$ cat config.mk
export PLATFORM = sky130hd
export DESIGN_NAME = lfao_regs
export DESIGN_NICKNAME = d
export VERILOG_FILES = /design/src/rtl/lfao_pkg.sv /design/src/rtl/lfao_regs.sv
export SDC_FILE = /design/constraint.sdc
export NUM_CORES = 1
export LEC_CHECK = 0
export BUFFER_PORTS_ARGS = -buffer_cell sky130_fd_sc_hd__buf_2
export CAP_MARGIN = 20
export CORE_MARGIN = 1
export CORE_UTILIZATION = 53
export CTS_CLUSTER_DIAMETER = 60
export DETAILED_ROUTE_END_ITERATION = 16
export PLACE_DENSITY = 0.8
export SYNTH_ARGS = -nofsm -noshare
export SYNTH_HDL_FRONTEND = slang
export SYNTH_SLANG_ARGS = --single-unit
$ cat constraint.sdc
create_clock -name clk -period 1.55 [get_ports clk]
set_input_delay 0.155 -clock clk [delete_from_list [all_inputs] [get_ports clk]]
set_output_delay 0.155 -clock clk [all_outputs]
set_load 0.02 [all_outputs]
$ cat src/rtl/lfao_pkg.sv
/*
 * lfao_pkg: shared constants and carrier types for the lane FIFO alarm
 * and core offset trim register bank.
 * assumes a 12-bit register address space and 16-bit register data.
 */
package lfao_pkg;

	// register port widths
	localparam int ADDR_W = 12;
	localparam int DATA_W = 16;

	// lane and trim geometry
	localparam int LANES     = 8;
	localparam int TRIM_W    = 12;
	localparam int TRIM_REGS = 4;

	// register offsets
	localparam logic [11:0] LANE_FLAGS_ADDR  = 12'h2C4;
	localparam logic [11:0] SUMMARY_ADDR     = 12'h2C0;
	localparam logic [11:0] CORE0_TRIM_ADDR  = 12'h330;
	localparam logic [11:0] CORE1_TRIM_ADDR  = 12'h332;
	localparam logic [11:0] CORE2A_TRIM_ADDR = 12'h334;
	localparam logic [11:0] CORE2B_TRIM_ADDR = 12'h336;
	localparam logic [11:0] IRQ_STATUS_ADDR  = 12'h2D0;
	localparam logic [11:0] IRQ_MASK_ADDR    = 12'h2D2;

	// trim register index within the trim array
	localparam int TRIM_CORE0  = 0;
	localparam int TRIM_CORE1  = 1;
	localparam int TRIM_CORE2A = 2;
	localparam int TRIM_CORE2B = 3;

	// field positions
	localparam int SUMMARY_BIT   = 5;
	localparam int IRQ_FIFO_BIT  = 0;
	localparam int IRQ_GUARD_BIT = 1;
	localparam int IRQ_W         = 2;

	// reset values
	localparam logic [7:0]  LANE_FLAGS_RST = 8'hFF;
	localparam logic        SUMMARY_RST    = 1'b1;
	localparam logic [15:0] TRIM_RST       = 16'h0000;
	localparam logic [1:0]  IRQ_STATUS_RST = 2'h0;
	localparam logic [1:0]  IRQ_MASK_RST   = 2'h0;

	// register port request
	typedef struct packed {
		logic [11:0] addr;
		logic [15:0] wdata;
		logic        wr;
		logic        rd;
	} lfao_req_t;

	// calibration engine status seen by the bank
	typedef struct packed {
		logic offset_cal_en;
		logic background_cal_en;
		logic continuous_bg_offset_cal_en;
		logic foreground_cal_done;
		logic cal_busy;
	} lfao_cal_t;

	// one 12-bit trim per trim register
	typedef logic [3:0][11:0] lfao_trim_set_t;

endpackage : lfao_pkg

$ cat src/rtl/lfao_regs.sv
/*
 * lfao_regs: lane FIFO error flags, their summary bit, per-core offset
 * trim registers loaded from fuse storage, and an interrupt pair.
 * assumes all inputs synchronous to clk; fuse_load is a one-cycle pulse
 * issued by the fuse reader once its data are valid.
 */
// Design decision made here: the strobed register port.
`timescale 1ns/1ps
module lfao_regs (
	// clock and reset
	input  wire logic                    clk,
	input  wire logic                    reset_n,
	// register port
	input  wire lfao_pkg::lfao_req_t     req,
	output logic [15:0]                  rdata_reg,
	// lane FIFO status
	input  wire logic [7:0]              lane_fifo_fault,
	input  wire logic [7:0]              lane_active,
	// calibration engine
	input  wire lfao_pkg::lfao_cal_t     cal,
	// fuse storage
	input  wire logic                    fuse_load,
	input  wire lfao_pkg::lfao_trim_set_t fuse_trim,
	// core two input choice, 1 = input b
	input  wire logic                    core2_input_b_sel,
	// trims applied to the cores
	output logic [11:0]                  core0_trim_reg,
	output logic [11:0]                  core1_trim_reg,
	output logic [11:0]                  core2_trim_reg,
	// alarm and interrupt
	output logic                         fifo_error_summary_reg,
	output logic                         irq_reg
);

	logic [7:0]                     lane_fifo_error_flags_reg;
	logic [7:0]                     lane_fifo_error_flags_next;
	logic [7:0]                     lane_clear;
	logic                           summary_next;
	logic                           summary_set;
	logic [15:0]                    trim_reg [lfao_pkg::TRIM_REGS];
	logic [3:0]                     trim_hit;
	logic                           trim_access;
	logic                           trim_guard;
	logic [1:0]                     irq_status_reg;
	logic [1:0]                     irq_mask_reg;
	logic [1:0]                     irq_event;
	logic [1:0]                     irq_clear;
	logic [15:0]                    rdata_next;

	// write decode for the alarm registers
	always_comb begin
		lane_clear = 8'h00;
		if (req.wr && req.addr == lfao_pkg::LANE_FLAGS_ADDR) begin
			lane_clear = req.wdata[7:0];
		end
		if (req.wr && req.addr == lfao_pkg::SUMMARY_ADDR
			&& req.wdata[lfao_pkg::SUMMARY_BIT]) begin
			lane_clear = 8'hFF;
		end
	end

	// faults are ORed in after the clear, so a set always wins
	assign lane_fifo_error_flags_next =
		(lane_fifo_error_flags_reg & ~lane_clear) | lane_fifo_fault;

	// summary follows active lanes only
	assign summary_set  = |(lane_fifo_fault & lane_active);
	assign summary_next = (fifo_error_summary_reg & ~(req.wr
		&& req.addr == lfao_pkg::SUMMARY_ADDR
		&& req.wdata[lfao_pkg::SUMMARY_BIT])) | summary_set;

	// lane error flags
	always_ff @(posedge clk or negedge reset_n) begin
		if (!reset_n) begin
			lane_fifo_error_flags_reg <= lfao_pkg::LANE_FLAGS_RST;
		end else begin
			lane_fifo_error_flags_reg <= lane_fifo_error_flags_next;
		end
	end

	// summary alarm bit
	always_ff @(posedge clk or negedge reset_n) begin
		if (!reset_n) begin
			fifo_error_summary_reg <= lfao_pkg::SUMMARY_RST;
		end else begin
			fifo_error_summary_reg <= summary_next;
		end
	end

	// trim address hits
	assign trim_hit[lfao_pkg::TRIM_CORE0]  = req.addr == lfao_pkg::CORE0_TRIM_ADDR;
	assign trim_hit[lfao_pkg::TRIM_CORE1]  = req.addr == lfao_pkg::CORE1_TRIM_ADDR;
	assign trim_hit[lfao_pkg::TRIM_CORE2A] = req.addr == lfao_pkg::CORE2A_TRIM_ADDR;
	assign trim_hit[lfao_pkg::TRIM_CORE2B] = req.addr == lfao_pkg::CORE2B_TRIM_ADDR;
	assign trim_access = (req.wr || req.rd) && (|trim_hit);

	// windows in which the host must keep off the trims
	always_comb begin
		trim_guard = cal.cal_busy;
		if (cal.background_cal_en && cal.continuous_bg_offset_cal_en) begin
			trim_guard = 1'b1;
		end else if (cal.offset_cal_en && !cal.foreground_cal_done) begin
			trim_guard = 1'b1;
		end
	end

	// trim registers: fuse defaults, host writes blocked inside a guard window
	for (genvar g = 0; g < lfao_pkg::TRIM_REGS; g++) begin : g_trim
		always_ff @(posedge clk or negedge reset_n) begin
			if (!reset_n) begin
				trim_reg[g] <= lfao_pkg::TRIM_RST;
			end else if (fuse_load) begin
				trim_reg[g] <= {4'h0, fuse_trim[g]};
			end else if (req.wr && trim_hit[g] && !trim_guard) begin
				trim_reg[g] <= req.wdata;
			end
		end
	end

	// applied trims; core two picks the trim of the sampled input
	always_ff @(posedge clk or negedge reset_n) begin
		if (!reset_n) begin
			core0_trim_reg <= lfao_pkg::TRIM_RST[11:0];
			core1_trim_reg <= lfao_pkg::TRIM_RST[11:0];
			core2_trim_reg <= lfao_pkg::TRIM_RST[11:0];
		end else begin
			core0_trim_reg <= trim_reg[lfao_pkg::TRIM_CORE0][11:0];
			core1_trim_reg <= trim_reg[lfao_pkg::TRIM_CORE1][11:0];
			core2_trim_reg <= core2_input_b_sel
				? trim_reg[lfao_pkg::TRIM_CORE2B][11:0]
				: trim_reg[lfao_pkg::TRIM_CORE2A][11:0];
		end
	end

	// interrupt events: new active lane fault, trim touched in a guard window
	assign irq_event[lfao_pkg::IRQ_FIFO_BIT]  = summary_set;
	assign irq_event[lfao_pkg::IRQ_GUARD_BIT] = trim_access && trim_guard;
	assign irq_clear = (req.wr && req.addr == lfao_pkg::IRQ_STATUS_ADDR)
		? req.wdata[1:0] : 2'h0;

	// sticky status, set wins over write-one clear
	always_ff @(posedge clk or negedge reset_n) begin
		if (!reset_n) begin
			irq_status_reg <= lfao_pkg::IRQ_STATUS_RST;
		end else begin
			irq_status_reg <= (irq_status_reg & ~irq_clear) | irq_event;
		end
	end

	// interrupt mask
	always_ff @(posedge clk or negedge reset_n) begin
		if (!reset_n) begin
			irq_mask_reg <= lfao_pkg::IRQ_MASK_RST;
		end else if (req.wr && req.addr == lfao_pkg::IRQ_MASK_ADDR) begin
			irq_mask_reg <= req.wdata[1:0];
		end
	end

	// level interrupt output
	always_ff @(posedge clk or negedge reset_n) begin
		if (!reset_n) begin
			irq_reg <= 1'b0;
		end else begin
			irq_reg <= |(((irq_status_reg & ~irq_clear) | irq_event) & irq_mask_reg);
		end
	end

	// read mux; unmapped addresses read zero
	always_comb begin
		rdata_next = 16'h0000;
		unique case (req.addr)
			lfao_pkg::LANE_FLAGS_ADDR:  rdata_next = {8'h00, lane_fifo_error_flags_reg};
			lfao_pkg::SUMMARY_ADDR:
				rdata_next[lfao_pkg::SUMMARY_BIT] = fifo_error_summary_reg;
			lfao_pkg::CORE0_TRIM_ADDR:  rdata_next = trim_reg[lfao_pkg::TRIM_CORE0];
			lfao_pkg::CORE1_TRIM_ADDR:  rdata_next = trim_reg[lfao_pkg::TRIM_CORE1];
			lfao_pkg::CORE2A_TRIM_ADDR: rdata_next = trim_reg[lfao_pkg::TRIM_CORE2A];
			lfao_pkg::CORE2B_TRIM_ADDR: rdata_next = trim_reg[lfao_pkg::TRIM_CORE2B];
			lfao_pkg::IRQ_STATUS_ADDR:  rdata_next = {14'h0000, irq_status_reg};
			lfao_pkg::IRQ_MASK_ADDR:    rdata_next = {14'h0000, irq_mask_reg};
			default:                    rdata_next = 16'h0000;
		endcase
	end

	// read data stand for exactly the cycle after the read strobe
	always_ff @(posedge clk or negedge reset_n) begin
		if (!reset_n) begin
			rdata_reg <= 16'h0000;
		end else begin
			rdata_reg <= req.rd ? rdata_next : 16'h0000;
		end
	end
endmodule : lfao_regs

==> summary.txt <==
Status
  – Status: finished clean

Pwr
  – Pwr dens: 1030 mW/mm2
  – Switch Pwr: 2.28 mW
  – Seq pwr share: 42.7%
  – Switching Fraction: 26.0%
  – Clk pwr share: 43.6%
  – P_int: 6.49 mW
  – Pleak: 3.66 nW
  – Combinational group share of total power: 13.6%
  – VDD IR-drop max: 0.673 mV

Detailed routing
  – DRT iter0 DRCs: 692
  – DRC: 0
  – Antenna-violating nets left: 0
  – Vias per Instance: 6.50
  – Routed WL: 21600 um
  – Drt wl/cell: 22.4 um
  – First-pass DRT Iterations: 8
  – Total number of vias: 6273

Clocking
  – CTS tree: done
  – Clock latency on the worst-skew pair: roughly 0.53 ns
  – Clock buffer count from CTS: 17
  – Clock Tree Root: clkbuf_8
  – Clock sinks: 130
  – Clock tree buffer depth: 2
  – H-tree Lvls: 4
  – Post-CTS setup buffer count: 0
  – Clock transition at the registers of the reported paths: 0.06 ns

Synthesis
  – Post-Syn Area: 0.00596 mm2
  – Synth area leaders: dfrtp_1, a21oi_1, o21ai_0
  – Synth top cells by count: dfrtp_1, a21oi_1, o21ai_0, a31oi_1, nor2b_1
  – Syn nets: 671
  – Most frequent cell after synthesis: dfrtp_1
  – Synth area leader: dfrtp_1
  – Post-synth EDFFs: 0
  – Post-synth cell types: 47
  – Syn Area/Cell: approximately 10 um2
  – Async S/R FF share, synth: 100%
  – Yosys synthesis warning count: 0
  – Syn Inst Count: around 570
  – Yosys top cell area share: 50.8%
  – Number of synthesized register bits: 130
  – Register area share after synthesis: a little over half
  – Post-synth top flop: dfrtp_1

Global routing
  – First-pass GRT wire length: approximately 34000 um
  – GRT Overall Usage: 38.9%
  – Antenna violations before repair: 0
  – Pin count of the biggest net entering global routing: 65
  – Global route overflow: 0
  – Vias in the first global route: 6259

STA
  – Slew HR: approximately 60%
  – Measured slew at the worst slew-check pin: approximately 0.58 ns
  – Period utilization: between 90% and 100%
  – Unrepaired setup endpoints after global routing: false
  – Final setup viols: 0
  – Setup TNS: 0 ns
  – Fin. max-slew vios: 0
  – Min cycle time layout: 1.41 ns
  – Worst Skew: 0.0104 ns
  – Final Hold Viols: 0
  – Max Clock Freq: 707 MHz
  – Worst setup margin: 0.135 ns

Worst setup path
  – Worst Setup EP: rdata_reg[5]
  – Crit. Startpoint: trim_reg[53]
  – R2r worst-path depth: 5
  – Reg-to-Reg Start: trim_reg[53]
  – WS Path Type: reg2reg
  – Worst setup SP type: flip-flop
  – Reg2Reg Capture Point: rdata_reg[5]
  – Max FO, Critical Path: 3
  – R2R Setup Slk: 0.14 ns
  – Req. time, crit path: between 1.5 and 2 ns
  – Critical path data arrival time: 1.81 ns
  – Crit end category: flip-flop

Layout
  – Antenna cell count: 0
  – Final #Nets: 916
  – Share of cells above drive strength 1: about a third
  – Max FFs per register: 64
  – Layout area overhead: 42.9%
  – # fillers: about 640

Placed design
  – DP Wirelength: 13300 um
  – PortBufs: 156
  – Global placer's final weighted congestion: ~0.95
  – Setup slack at placement: -0.282 ns

Floorplanning
  – Die area: 0.0117 mm2
  – Core ar.: roughly 0.011 mm2
  – Die width: approximately 110 um
  – Die height: roughly 110 um
  – Site Rows: 38
  – I/O pin count: 157
  – Initial Util: 54.8%

Hold path
  – Hold Path Class: in2reg

Job
  – Max-cap violations: 0
cell usage in the layout, fill, tap and decap left out, types with 3 or more instances in the layout:
cell             n
a31oi_1         50
buf_4           39
clkbuf_8         3
nor4_1           3
a22oi_1         23
mux2i_1          5
buf_2          155
nor3_1           3
nand2_1          7
and3_1           3
dlygate4sd3_1   68
nor2b_1         49
nand3_1         28
a31o_1           7
clkbuf_16       16
a21oi_1         74
dfrtp_1        121
inv_1            3
clkbuf_1         3
o2bb2ai_1        5
mux2_2          13
a22o_1           3
o21ai_0         66
dfstp_2          9
buf_12          11
nor2_1           9
clkinv_2         3
a222oi_1         5
cells by family after synthesis:
| group | Yosys count | synth area share [%] |
|---|---|---|
| compound gates | 238 | 23.6 |
| buf+inv | 50 | 3.59 |
| flops | 130 | 54.8 |
| mux | 22 | 4.43 |
| simple gates | 128 | 13.6 |
power groups by stage:
| stage | logic [mW] | registers [mW] | clock network [mW] |
|---|---|---|---|
| floorplan | 0.381 | 3.86 | 0 |
| global placement | 0.990 | 3.77 | 0 |
| detailed placement | 1.02 | 3.79 | 0 |
| CTS | 1.16 | 3.73 | 3.82 |
| global route | 1.27 | 3.76 | 3.99 |
| finish | 1.20 | 3.75 | 3.83 |
final cells by class:
cell class	instances	area (um2)	share of cell area, %
flip-flops and latches	130	3260	38.3
multi-input cells	388	2540	29.8
repair buffers	273	1970	23.1
clock buffers	22	453	5.32
well taps	140	175	2.06
clock inverters	9	108	1.26
inverters	3	11.3	0.132
per-layer routing:
metal / global-route usage, % / vias up / routed length [um]
met5: 0 / - / 0
met4: 25.0 / 0 / 1160
met3: 9.34 / 115 / 2500
met2: 61.6 / 551 / 10300
met1: 47.8 / 2988 / 7610
li1: - / 2619 / -
worst max-delay path, cell delays in order, from the launching register on:
cell and delay, ns:
dfrtp_1 0.40, mux2i_1 0.16, buf_4 0.15, nor2_1 0.04, a222oi_1 0.36, a21boi_0 0.17
repair_timing:
item                                    4_1_cts  5_1_grt
endpoints found under the setup margin        0        0
hold endpoints to repair                    194        0
gates resized for setup                       0        0
hold buffers                                 68        0
per-stage QoR:
| stage | hold slack (ns) | util [%] | std cells | power (mW) | instance area [um2] |
|---|---|---|---|---|---|
| 3_5_place_dp | 0.154 | 66.8 | 866 | 4.80 | 7280 |
| 2_1_floorplan | -0.141 | - | 568 | 4.24 | 6050 |
| 4_1_cts | 0.000163 | 78.2 | 965 | 8.72 | 8520 |
| 6_report | 0.0301 | 78.2 | 965 | 8.77 | 8520 |
| 3_3_place_gp | 0.146 | 66.8 | 866 | 4.76 | 7280 |
| 5_1_grt | 0.0132 | 78.2 | 965 | 9.02 | 8520 |
how the worst min path moves through the flow:
| stage | start | to | depth (start not counted) |
|---|---|---|---|
| after floorplan | reset_n | core0_trim_reg[0] | 0 |
| after global placement | reset_n | core1_trim_reg[9] | 1 |
| after detailed placement | reset_n | core1_trim_reg[9] | 1 |
| after CTS | req[9] | lane_fifo_error_flags_reg[7] | 3 |
| after global routing | req[9] | trim_reg[55] | 3 |
| final | req[9] | lane_fifo_error_flags_reg[7] | 3 |
No activity file was read; power rests on OpenSTA's default activity.
